`src/fwi_pkg.sv`:
```
// constants for the fault and wake-up interrupt controller
package fwi_pkg;
  localparam logic [4:0] ADDR_IRQ_ENABLE = 5'h04;
  localparam logic [4:0] ADDR_IRQ_FLAGS  = 5'h05;
  localparam logic [4:0] ADDR_SYS_STATUS = 5'h07;
  localparam logic [4:0] ADDR_WAKE_MASK  = 5'h08;
  localparam int BIT_OC   = 1;
  localparam int BIT_HV   = 2;
  localparam int BIT_UV   = 3;
  localparam int BIT_OT   = 4;
  localparam int BIT_EDGE = 5;
  localparam int BIT_WDG  = 0;
  localparam int BIT_LVR  = 6;
  localparam logic [7:0] FLAG_MASK   = 8'h3E;
  localparam logic [7:0] ENABLE_MASK = 8'h3E;
  localparam logic [7:0] WAKE_MASK_BITS = 8'h61;
  localparam logic [7:0] RESET_VALUE = 8'h00;
  localparam int unsigned CLK_HZ = 125000000;
  localparam int unsigned PERIOD_MIN_NS = 50000;
  localparam int unsigned PERIOD_MAX_NS = 10000000;
  localparam int unsigned LIMIT_DUTY_PCT = 50;
  localparam logic [1:0] SYNC_AGREE = 2'h3;
  localparam logic [1:0] SYNC_FALL  = 2'h0;
  typedef enum logic [0:0] {
    FWI_RUN  = 1'b0,
    FWI_STOP = 1'b1
  } fwi_mode_t;
endpackage

```
`src/fwi_ctrl.sv`:
```
// fault and wake-up interrupt controller of the analog control die
`timescale 1ns/1ns
// How it works
// - pull shared reset low while any internal reset source is active
// - low reset line brings the controller side to its startup state
// - reset line is open-drain with pull-up, tied to controller reset
// - interrupt output is open-drain, signals error or wake events
// - current-limit input gives period only; duty made internally
// - five interrupt sources, each enabled by register write
// - every reset clears all interrupt enables
// - under-voltage sets its flag, interrupt when enabled
// - under-voltage switches off only the high-side transistors
// - over-voltage sets its flag, interrupt when enabled
// - over-voltage switches off only the high-side transistors
// - over-temperature sets its flag, interrupt when enabled
// - stop mode disables voltage and temperature detection
// - enabled bus falling edge raises an interrupt
// - in stop mode an enabled bus edge with its wake-mask bit set starts full wake-up
// - enabled over-current on any bridge or supply raises interrupt
// - masked wake events restart main regulator and wake controller
// - each bus falling edge sets the bus-edge flag
// - writing one clears bus-edge flag, zero leaves it
// - any reset clears the bus-edge flag
// - enable register at 0x04 holds enables in bits 5..1, reset zero
// - writing one clears fault flags only once condition is gone
// - over-current flag clears by writing one in system status
module fwi_ctrl #(
  parameter int unsigned LIMIT_DIV = 1
) (
  input  wire logic       CORE_CLK_I,
  input  wire logic       RST_I,
  input  wire logic       REG_WR_I,
  input  wire logic [4:0] REG_ADDR_I,
  input  wire logic [7:0] REG_WDATA_I,
  output logic      [7:0] REG_RDATA_O,
  input  wire logic       STOP_MODE_I,
  input  wire logic       UNDERVOLT_I,
  input  wire logic       OVERVOLT_I,
  input  wire logic       OVERTEMP_I,
  input  wire logic       BUS_RX_I,
  input  wire logic [3:0] BRIDGE_OVERCURRENT_I,
  input  wire logic       SUPPLY_OVERCURRENT_I,
  input  wire logic       WDG_WAKE_I,
  input  wire logic       WDG_RESET_I,
  input  wire logic       LOW_VOLTAGE_RESET_I,
  input  wire logic       RST_N_I,
  output logic            RST_N_O,
  output logic            RST_N_OE_N_O,
  output logic            IRQ_N_O,
  output logic            IRQ_N_OE_N_O,
  input  wire logic       LIMIT_PERIOD_I,
  output logic            LIMIT_PULSE_O,
  output logic            HIGH_SIDE_OFF_O,
  output logic            REGULATOR_ON_O,
  output logic            MCU_WAKE_O,
  output logic            DIE_RESET_O
);

  localparam logic [7:0] RESET_VALUE_C = fwi_pkg::RESET_VALUE;
  localparam int unsigned LIMIT_DUTY_C = fwi_pkg::LIMIT_DUTY_PCT;

  typedef struct packed {
    logic [2:0]  bus_sync;
    logic [2:0]  per_sync;
    logic [2:0]  rst_sync;
    logic        bus_state;
    logic        per_state;
    logic [7:0]  flags;
    logic [7:0]  enables;
    logic [7:0]  wake_mask;
    logic [7:0]  rdata;
    logic [31:0] per_cnt;
    logic [31:0] per_len;
    logic        pulse;
    logic        wake;
  } fwi_state_t;

  fwi_state_t st_ff;
  fwi_state_t nxt_st;

  logic       [7:0] set_vec;
  logic       [7:0] hold_vec;
  logic       [7:0] clr_vec;
  logic             bus_fall;
  logic             per_rise;
  logic             any_oc;
  logic             internal_rst;
  logic             active;

  always_comb begin
    nxt_st = st_ff;
    active = (st_ff.flags & st_ff.enables) != RESET_VALUE_C;
    nxt_st.bus_sync = {st_ff.bus_sync[1:0], BUS_RX_I};
    nxt_st.per_sync = {st_ff.per_sync[1:0], LIMIT_PERIOD_I};
    nxt_st.rst_sync = {st_ff.rst_sync[1:0], RST_N_I};
    // only the second and third stages are looked at
    if (st_ff.bus_sync[2:1] == fwi_pkg::SYNC_AGREE ||
        st_ff.bus_sync[2:1] == fwi_pkg::SYNC_FALL) begin
      nxt_st.bus_state = st_ff.bus_sync[1];
    end
    if (st_ff.per_sync[2:1] == fwi_pkg::SYNC_AGREE ||
        st_ff.per_sync[2:1] == fwi_pkg::SYNC_FALL) begin
      nxt_st.per_state = st_ff.per_sync[1];
    end
    bus_fall = st_ff.bus_state && !nxt_st.bus_state;
    per_rise = !st_ff.per_state && nxt_st.per_state;
    any_oc = (|BRIDGE_OVERCURRENT_I) | SUPPLY_OVERCURRENT_I;
    set_vec = RESET_VALUE_C;
    hold_vec = RESET_VALUE_C;
    // detectors gated off in stop mode
    if (!STOP_MODE_I) begin
      set_vec[fwi_pkg::BIT_UV] = UNDERVOLT_I;
      set_vec[fwi_pkg::BIT_HV] = OVERVOLT_I;
      set_vec[fwi_pkg::BIT_OT] = OVERTEMP_I;
    end
    set_vec[fwi_pkg::BIT_EDGE] = bus_fall;
    set_vec[fwi_pkg::BIT_OC] = any_oc;
    hold_vec = set_vec;
    clr_vec = RESET_VALUE_C;
    if (REG_WR_I && REG_ADDR_I == fwi_pkg::ADDR_IRQ_FLAGS) begin
      // writing one clears; a live condition keeps the flag
      clr_vec[fwi_pkg::BIT_EDGE] = REG_WDATA_I[fwi_pkg::BIT_EDGE];
      clr_vec[fwi_pkg::BIT_OT] = REG_WDATA_I[fwi_pkg::BIT_OT];
      clr_vec[fwi_pkg::BIT_UV] = REG_WDATA_I[fwi_pkg::BIT_UV];
      clr_vec[fwi_pkg::BIT_HV] = REG_WDATA_I[fwi_pkg::BIT_HV];
    end
    if (REG_WR_I && REG_ADDR_I == fwi_pkg::ADDR_SYS_STATUS) begin
      clr_vec[fwi_pkg::BIT_OC] = REG_WDATA_I[fwi_pkg::BIT_OC];
    end
    // set wins over clear so no event is lost
    nxt_st.flags = ((st_ff.flags & ~clr_vec) | hold_vec)
                   & fwi_pkg::FLAG_MASK;
    if (REG_WR_I && REG_ADDR_I == fwi_pkg::ADDR_IRQ_ENABLE) begin
      nxt_st.enables = REG_WDATA_I & fwi_pkg::ENABLE_MASK;
    end
    if (REG_WR_I && REG_ADDR_I == fwi_pkg::ADDR_WAKE_MASK) begin
      nxt_st.wake_mask = REG_WDATA_I & fwi_pkg::WAKE_MASK_BITS;
    end
    case (REG_ADDR_I)
      fwi_pkg::ADDR_IRQ_ENABLE: nxt_st.rdata = st_ff.enables;
      fwi_pkg::ADDR_IRQ_FLAGS:  nxt_st.rdata = st_ff.flags;
      fwi_pkg::ADDR_SYS_STATUS: begin
        nxt_st.rdata = RESET_VALUE_C;
        nxt_st.rdata[fwi_pkg::BIT_OC] = st_ff.flags[fwi_pkg::BIT_OC];
      end
      fwi_pkg::ADDR_WAKE_MASK:  nxt_st.rdata = st_ff.wake_mask;
      default:                  nxt_st.rdata = RESET_VALUE_C;
    endcase
    // period measured between rising edges; duty generated here
    if (per_rise) begin
      nxt_st.per_len = st_ff.per_cnt;
      nxt_st.per_cnt = 32'h0000_0000;
    end else if (st_ff.per_cnt != 32'hFFFF_FFFF) begin
      nxt_st.per_cnt = st_ff.per_cnt + 32'h0000_0001;
    end
    // a period outside the recommended band still works, only coarser
    nxt_st.pulse = (st_ff.per_len != 32'h0000_0000) &&
                   (st_ff.per_cnt < (st_ff.per_len / 32'(100 / LIMIT_DUTY_C)));
    // wake-up only from stop and only with the event's mask bit set
    nxt_st.wake = st_ff.wake;
    if (STOP_MODE_I && ((bus_fall && st_ff.enables[fwi_pkg::BIT_EDGE] &&
        st_ff.wake_mask[fwi_pkg::BIT_EDGE]) ||
        (WDG_WAKE_I && st_ff.wake_mask[fwi_pkg::BIT_WDG]) ||
        (LOW_VOLTAGE_RESET_I && st_ff.wake_mask[fwi_pkg::BIT_LVR]))) begin
      nxt_st.wake = 1'b1;
    end else if (!STOP_MODE_I) begin
      nxt_st.wake = 1'b0;
    end
    // flags, enables and wake state all cleared by any reset,
    // including the controller holding the shared wire low
    if (RST_I || internal_rst || DIE_RESET_O) begin
      nxt_st.flags = RESET_VALUE_C;
      nxt_st.enables = RESET_VALUE_C;
      nxt_st.wake_mask = RESET_VALUE_C;
      nxt_st.wake = 1'b0;
    end
  end

  // the wire seen low is kept out of the pull, else it would latch low
  assign internal_rst = WDG_RESET_I | LOW_VOLTAGE_RESET_I;

  always_ff @(posedge CORE_CLK_I) begin
    if (RST_I) begin
      st_ff <= '0;
      st_ff.bus_sync <= 3'h7;
      st_ff.per_sync <= 3'h0;
      st_ff.rst_sync <= 3'h7;
      st_ff.bus_state <= 1'b1;
    end else begin
      st_ff <= nxt_st;
    end
  end

  assign REG_RDATA_O = st_ff.rdata;
  // open drain: output value fixed low, enable low means driving
  assign RST_N_O = 1'b0;
  assign RST_N_OE_N_O = !(internal_rst | RST_I);
  assign IRQ_N_O = 1'b0;
  assign IRQ_N_OE_N_O = !(active || st_ff.wake);
  assign LIMIT_PULSE_O = st_ff.pulse;
  assign HIGH_SIDE_OFF_O = st_ff.flags[fwi_pkg::BIT_UV] |
                           st_ff.flags[fwi_pkg::BIT_HV];
  assign REGULATOR_ON_O = !STOP_MODE_I || st_ff.wake;
  assign MCU_WAKE_O = st_ff.wake;
  assign DIE_RESET_O = (st_ff.rst_sync[2:1] == fwi_pkg::SYNC_FALL);

endmodule

```
`config.mk`:
```
export PLATFORM = sky130hd
export DESIGN_NAME = fwi_ctrl
export DESIGN_NICKNAME = d
export VERILOG_FILES = /design/src/fwi_pkg.sv /design/src/fwi_ctrl.sv
export SDC_FILE = /design/constraint.sdc
export NUM_CORES = 1
export LEC_CHECK = 0
export ABC_AREA = 0
export BUFFER_PORTS_ARGS = -buffer_cell sky130_fd_sc_hd__buf_4
export CAP_MARGIN = 25
export CORE_MARGIN = 2
export CORE_UTILIZATION = 64
export CTS_CLUSTER_SIZE = 10
export DETAILED_ROUTE_END_ITERATION = 8
export HOLD_SLACK_MARGIN = 0.12
export PLACE_DENSITY = 0.85
export SLEW_MARGIN = 20
export SYNTH_ARGS = -nofsm -noshare
export SYNTH_HDL_FRONTEND = slang
export SYNTH_SLANG_ARGS = --single-unit
```
`constraint.sdc`:
```
create_clock -name CORE_CLK_I -period 4.4 [get_ports CORE_CLK_I]
set_input_delay 0.22 -clock CORE_CLK_I [delete_from_list [all_inputs] [get_ports CORE_CLK_I]]
set_output_delay 0.22 -clock CORE_CLK_I [all_outputs]
set_load 0.01 [all_outputs]
```
Yosys cells after proc, flatten, opt, wreduce, memory -nomap -nowiden
Index checks and enable logic that the tools add are counted.
- bits of input ports: 31
- flip-flop bits (word level): 98
- reduce and logical (&&, ||, !) cells: 33
- mux-type cells: 8
- $add $sub $neg: 1
- equal/unequal tests: 8
- order comparisons: 1
- bitwise operators: 8
- operator list (kind ; number):
    $add A32 B1 Y32 const B ; 1
    $lt A32 B31 Y1 ; 1
    $ne A32 B32 Y1 const B ; 1
    $reduce_bool A32 Y1 ; 1
    $pmux W7 S4 ; 1
    $eq A5 B3 Y1 const B ; 3
    $and A6 B6 Y6 ; 2
    $logic_and A1 B1 Y1 ; 12
    $logic_or A1 B1 Y1 ; 8
    $reduce_bool A8 Y1 ; 1
    $logic_not A2 Y1 ; 3
    $not A6 Y6 ; 1
    $or A6 B6 Y6 ; 1
    $eq A5 B4 Y1 const B ; 1
    $logic_not A1 Y1 ; 5
    $mux W1 ; 5
    $eq A2 B2 Y1 const B ; 2
    $mux W4 ; 1
    $or A1 B1 Y1 ; 4
    $reduce_or A2 Y1 ; 2
    $reduce_or A4 Y1 ; 1
    $mux W3 ; 1
    $ne A2 B1 Y1 const B ; 1

Longest topological paths before layout
Gate-level depths: netlist of run 1.
- depth after elaboration: 11
- mapped depth: 7
- gate-level depth less buffers: 7

Least setup slack after synthesis of run 1
No wires, ideal clock.
- kind: register to register
- start point: register st_ff[58] (netlist name)
- end point: register st_ff[42] (netlist name)
- setup time: 0.115 ns
- clock period less this slack: 1.752 ns
- arrival time: 1.638 ns
- buffers on the path: 2
- slack: 2.648 ns
- stages on the path, launching flop included: 8
- cell sequence: dfxtp_1 > nand3_2 > or3_1 > buf_6 > o31ai_2 > buf_4 > nor3_1 > o21a_1
- word-level cells in the longest chain between the ends: 1
- RTL lines (element ; line ; text):
    start, declared ; fwi_ctrl.sv:78 ; fwi_state_t st_ff;
    start signal, assigned ; fwi_ctrl.sv:190 ; st_ff <= nxt_st;
    $ne A32 B32 Y1 ; fwi_ctrl.sv:153 ; end else if (st_ff.per_cnt != 32'hFFFF_FFFF) begin
Every way passes these cells.
A chain may end at the register's enable or synchronous reset.

Worst setup path after layout of run 1
- start point: register st_ff[58] (netlist name)
- end point: register st_ff[39] (netlist name)
The elaborated chain is that of the path after synthesis.

==> results of run 1 <==
power by group:
group,internal [mW],switching (mW),leakage [nW]
combinational,0.0396,0.0392,1.11
clock,0.322,0.312,0.103
sequential,0.884,0.00709,0.784
total,1.25,0.358,2.00
per-layer routing:
metal  wire length, um  global-route usage, %  part of all wire [%]
met1              4730                   34.7                    41
met2              5690                   48.6                    49
met3               693                   5.89                   6.0
met4               444                   15.3                   3.8
met5                 0                      0                     0
critical path, delay by kind of cell (launching register included):
family | cells | cell delay [ps]
AND/OR/NAND/NOR | 3 | 930
AO/OA/AOI/OAI | 2 | 790
flip-flops | 1 | 480
flip-flops by register name, indices dropped and copies added, names as in the netlist:
name,count
MCU_WAKE_O,1
REG_RDATA_O,7
LIMIT_PULSE_O,1
st_ff,82
nxt_st,6
synthesized netlist by cell type, types with 2 or more instances:
library cell	instances
nand4_2	3
a31oi_1	4
nor3_1	7
a221o_1	2
o21ai_1	7
o31ai_1	2
buf_4	12
ha_1	31
a2111o_1	2
nand4_1	15
nand2_1	102
nor2b_1	3
a21o_1	3
dfxtp_1	97
nand3_1	23
a22oi_1	6
buf_6	2
xnor2_1	2
o31ai_2	2
or3_1	17
nor4_1	10
o21ai_0	17
o21a_1	2
or2_2	8
clkbuf_1	18
a211oi_1	3
xor2_1	3
o21bai_1	2
a221oi_1	3
and3b_1	3
inv_1	36
or4_1	3
nand4b_1	2
a31o_2	2
a21oi_1	74
and4_1	8
and2_0	2
and2_1	3
nand2b_1	4
nor2_1	25
layout make-up:
cell class                 instances  share of cell area [%]
clock inverter                     6                    1.68
timing repair buffer              61                    8.84
inverter                          36                    2.45
sequential                        97                    35.2
clock buffer                      10                    2.31
tap                               99                    2.24
multi-input combinational        427                    47.3
logic make-up (layout without fill, tap and decap cells):
family / count (synthesis) / after routing / share of synthesized area (%)
simple gates: 247 / 247 / 26.5
mux: 1 / 1 / 0.206
other cells: 1 / 3 / 0.0771
buf+inv: 70 / 113 / 6.66
flops: 97 / 97 / 39.9
fa+ha+maj: 31 / 31 / 7.98
xor+xnor: 5 / 5 / 0.901
compound gates: 140 / 140 / 17.8
path summary, 6_finish.rpt:
path / from / to / slack (ps) / cells past startpoint
worst max-delay path: st_ff[58] / st_ff[39] / 2060 / 5
worst min-delay path: BRIDGE_OVERCURRENT_I[2] / st_ff[91] / 130 / 3
worst max register to register: st_ff[58] / st_ff[39] / 2060 / 5
worst min register to register: nxt_st[101] / nxt_st[102] / 420 / 1
repair_timing:
item | CTS | global route
hold buffers | 13 | 0
hold endpoints to repair | 12 | 0
setup endpoints to repair | 0 | 0
per-stage QoR:
step                      hold slack (ps)  std cells  instance area (um^2)
after floorplan                       324        594                  4870
after global placement                399        706                  5160
after detailed placement              396        707                  5160
after CTS                             122        736                  5510
after global routing                  124        736                  5520
final                                 126        736                  5520
==> results.tsv, run 1 <==
metric	value	unit
Slew Viols, Final	0	
Total Power	1.60	mW
hold crit path type	in2reg	
DRT antenna net count	0	
kind of critical path	reg2reg	
mapped cell area	4860	um^2
ant diodes	0	
pwr dens	291	nW/um^2
DRT Pass-1 Iters	5	
most frequent cells in the layout	nand2_1 (102), dfxtp_1 (97), a21oi_1 (74), buf_4 (47), inv_1 (36)	
CTS Buf Count	9	
I/O Buffers	43	
post-synth top area cell	dfxtp_1	
Yosys cell types	62	
Yosys reg bits	97	
Period minus WS final	2340	ps
final core occ	75.7	%
layout cells sized above 1	13.5	%
Final nets	694	
MaxCap Viol Count	0	
EDFF count, synth	0	
number of setup violations in the final report	0	
Most common cell on crit path	or3_1	
total global routing overflow	0	
initial antenna violation count	0	
Hold Violations, Final	0	
Slew @ Worst Pin	753	ps
Die ar.	8310	um^2
DR iter-0 viols	305	
Clock Sink Count	97	
FF/Latch Area	1940	um^2
leakage power	2.00	nW
Synth top area share	39.9	%
CP cell instances	nand3_2 -> or3_1 -> o31ai_2 -> or3_1 -> a21oi_1	
# fillers	524	
CTS tree	yes	
CP max-delay cell	o31ai_2	
Synth Flop Type	dfxtp_1	
first-pass GRT wire length	19.6	mm
largest net degree at the start of global routing	51	
Setup Fix Bufs, Post-CTS	0	
wire per inst	15.7	um
CP required	4650	ps
via count	4504	
slowest cell delay on critical path	730	ps
routed wire length	11.6	mm
num rows	31	
drt via density	6.12	
Yosys warnings	0	
status	completed	
final worst setup slack	2060	ps
Reg clk slew, reported paths	100	ps
Avg Inst Size Synth	8.22	um^2
dpl hpwl	7.88	mm
Die H	91.2	um
Clock Path Buffers	2	
Rel. slew slack	49.5	%
Total GRT Usage	28.9	%
FMAX	428	MHz
Worst VDD drop	0.215	mV
vias in the first global route	4335	
Worst Path Arrival	2580	ps
Seq/Total Area, Yosys	39.9	%
critical path launch point type	flip-flop	
Resized Gates After CTS	0	
CP endpoint kind	flip-flop	
Core Footprint	7290	um^2
Setup TNS Final	0	ps
Critical Path Fanout Max	11	
post-synthesis cell count	592	
# H-tree levels	3	
unrepaired setup endpoints after global routing	false	
GPL Wtd Cong	0.867	
Ports	48	
Max Clock Skew	9.78	ps
Place WS	2150	ps
top cells by area, synth	dfxtp_1 (40%), ha_1 (8.0%), nand2_1 (7.9%)	
area delta synth->final	13.5	%
commonest non-fill, non-tap cell in the layout	nand2_1	
Starting Density	66.7	%
root buf cell	clkbuf_8	
Die X	91.2	um
Multi-input gate area	2610	um^2
DR DRC count	0	
final worst-path cycle share	53.1	%
share of synthesized registers carrying an async set or reset	0	%
Skew-Pair Late Insertion Delay	370	ps
Power figures use the tool's default switching activity.
==> inputs of run 2 (changes only) <==
Settings changed: CORE_UTILIZATION 64 to 59, PLACE_DENSITY 0.85 to 0.8.
Clock period 4.4 ns to 2.2 ns, I/O delays scaled along.
==> results.tsv, run 2 (same netlist as run 1, synthesis figures left out) <==
metric	value	unit	change
num rows	33		was 31
hold depth	3		unchanged
Skew-Pair Late Insertion Delay	370	ps	about the same
Largest register FFs	82		unchanged
Hold Violations, Final	0		unchanged
via count	4637		was 4504
first-pass GRT wire length	19.6	mm	about the same
reg2reg end	LIMIT_PULSE_O		was st_ff[39]
leakage power	2.15	nW	was 2.00 nW
routed wire length	12.0	mm	was 11.6 mm
commonest non-fill, non-tap cell in the layout	nand2_1		unchanged
CP cell instances	ha_1 -> a21o_1 -> a221o_1 -> a221oi_1 -> o21ai_0 -> a41oi_1		was nand3_2 -> or3_1 -> o31ai_2 -> or3_1 -> a21oi_1
area delta synth->final	19.7	%	was 13.5%
min-delay src	LOW_VOLTAGE_RESET_I		was BRIDGE_OVERCURRENT_I[2]
clock network power share	38.3	%	was 39.5%
vias in the first global route	4318		was 4335
initial antenna violation count	0		unchanged
Gate power share	5.6	%	was 4.9%
Core Footprint	8090	um^2	was 7290 um^2
CTS tree	yes		unchanged
drt via density	5.97		was 6.12
CTS Buf Count	9		unchanged
CP delay by family, top	compound AO/OA/AOI/OAI gates		was simple AND/OR/NAND/NOR gates
Die X	94.8	um	was 91.2 um
Die H	94.8	um	was 91.2 um
Die ar.	8990	um^2	was 8310 um^2
pwr dens	546	nW/um^2	was 291 nW/um^2
Clock Sink Count	97		unchanged
Total Power	3.18	mW	was 1.60 mW
final worst-path cycle share	92.5	%	was 53.1%
Setup TNS Final	0	ps	unchanged
Worst Path Arrival	2330	ps	was 2580 ps
slowest cell delay on critical path	480	ps	was 730 ps
register with the most flip-flops	st_ff		unchanged
total global routing overflow	0		unchanged
root buf cell	clkbuf_8		unchanged
Switch Pwr	0.765	mW	was 0.358 mW
most frequent cells in the layout	nand2_1 (102), dfxtp_1 (96), a21oi_1 (74), buf_4 (66), inv_1 (36)		was nand2_1 (102), dfxtp_1 (97), a21oi_1 (74), buf_4 (47), inv_1 (36)
Slew Viols, Final	0		unchanged
Period minus WS final	2040	ps	was 2340 ps
Final nets	729		was 694
Ports	48		unchanged
MaxCap Viol Count	0		unchanged
Reg clk slew, reported paths	100	ps	about the same
CP endpoint kind	flip-flop		unchanged
ant diodes	0		unchanged
number of setup violations in the final report	0		unchanged
hold path endpoint	MCU_WAKE_O		was st_ff[91]
Total GRT Usage	27.5	%	was 28.9%
CP max-delay cell	dfxtp_1		was o31ai_2
kind of critical path	reg2reg		unchanged
Worst VDD drop	0.351	mV	was 0.215 mV
status	completed		unchanged
RR Startpoint	st_ff[43]		was st_ff[58]
DR iter-0 viols	353		was 305
hold crit path type	in2reg		unchanged
wire per inst	15.4	um	was 15.7 um
# fillers	600		was 524
Switching Share	24.1	%	was 22.3%
worst r2r path cells	6		was 5
I/O Buffers	43		unchanged
# H-tree levels	3		unchanged
critical path launch point type	flip-flop		unchanged
DRT Pass-1 Iters	7		was 5
final core occ	71.9	%	was 75.7%
sequential cell fraction of total power	56.1	%	was 55.6%
Rel. slew slack	61.8	%	was 49.5%
largest net degree at the start of global routing	35		was 51
FMAX	491	MHz	was 428 MHz
Starting Density	60.1	%	was 66.7%
crit path buf inv count	0		unchanged
Max Clock Skew	17.0	ps	was 9.78 ps
Slew @ Worst Pin	571	ps	was 753 ps
CP required	2490	ps	was 4650 ps
unrepaired setup endpoints after global routing	false		unchanged
GPL Wtd Cong	0.892		was 0.867
Clock Path Buffers	2		unchanged
worst reg2reg setup slack	160	ps	was 2060 ps
Critical Path Fanout Max	8		was 11
P_int	2.41	mW	was 1.25 mW
DRT antenna net count	0		unchanged
dpl hpwl	8.17	mm	was 7.88 mm
DR DRC count	0		unchanged
layout cells sized above 1	15.6	%	was 13.5%
run 2: worst min-delay path, stage by stage:
cell and delay (ps):
buf_4 90, a221oi_1 70, a211oi_1 210
run 2: power groups by stage:
stage          registers [mW]  logic [mW]  clock network (mW)
2_1_floorplan            1.82      0.0729                   0
3_3_place_gp             1.82       0.136                   0
3_5_place_dp             1.82       0.140                   0
4_1_cts                  1.78       0.174                1.25
5_1_grt                  1.78       0.191                1.31
6_report                 1.78       0.178                1.22
run 2: metrics by stage:
stage	hold slack, ps	cell area, um^2	setup WS, ps	instances
3_3_place_gp	298	5310	227	731
6_report	172	5820	165	777
4_1_cts	124	5820	154	777
2_1_floorplan	214	4870	448	594
3_5_place_dp	300	5310	197	731
5_1_grt	192	5820	11.3	777
run 2: worst max-delay path by stage:
stage,endpoint,start,depth (start not counted),slack [ps]
after floorplan,st_ff[42],st_ff[58],7,450
after global placement,LIMIT_PULSE_O,st_ff[43],6,230
after detailed placement,LIMIT_PULSE_O,st_ff[43],6,200
after CTS,LIMIT_PULSE_O,st_ff[43],6,150
after global routing,LIMIT_PULSE_O,st_ff[43],6,10
final,LIMIT_PULSE_O,st_ff[43],6,160
run 2: final cells by class:
| type | count | area [um^2] | share of cell area (%) |
|---|---|---|---|
| Timing Repair Buffer | 96 | 796 | 13.7 |
| Multi-Input combinational cell | 427 | 2610 | 44.8 |
| Sequential cell | 97 | 1940 | 33.4 |
| Clock inverter | 7 | 86.3 | 1.48 |
| Inverter | 36 | 135 | 2.32 |
| Tap cell | 105 | 131 | 2.26 |
| Clock buffer | 9 | 124 | 2.13 |
run 2: timing repair:
item                                   CTS  global route
buffers inserted                         0             0
setup endpoints to repair                0             1
hold buffers                            30             0
gates resized for setup                  0             1
endpoints found under the hold margin   21             0
run 2: per-layer routing:
layer	GRT usage, %	wire length, um	up-vias
li1	-	-	2245
met1	32.2	5050	2153
met2	48.5	5750	196
met3	5.59	822	43
met4	12.0	336	0
met5	0	0	-
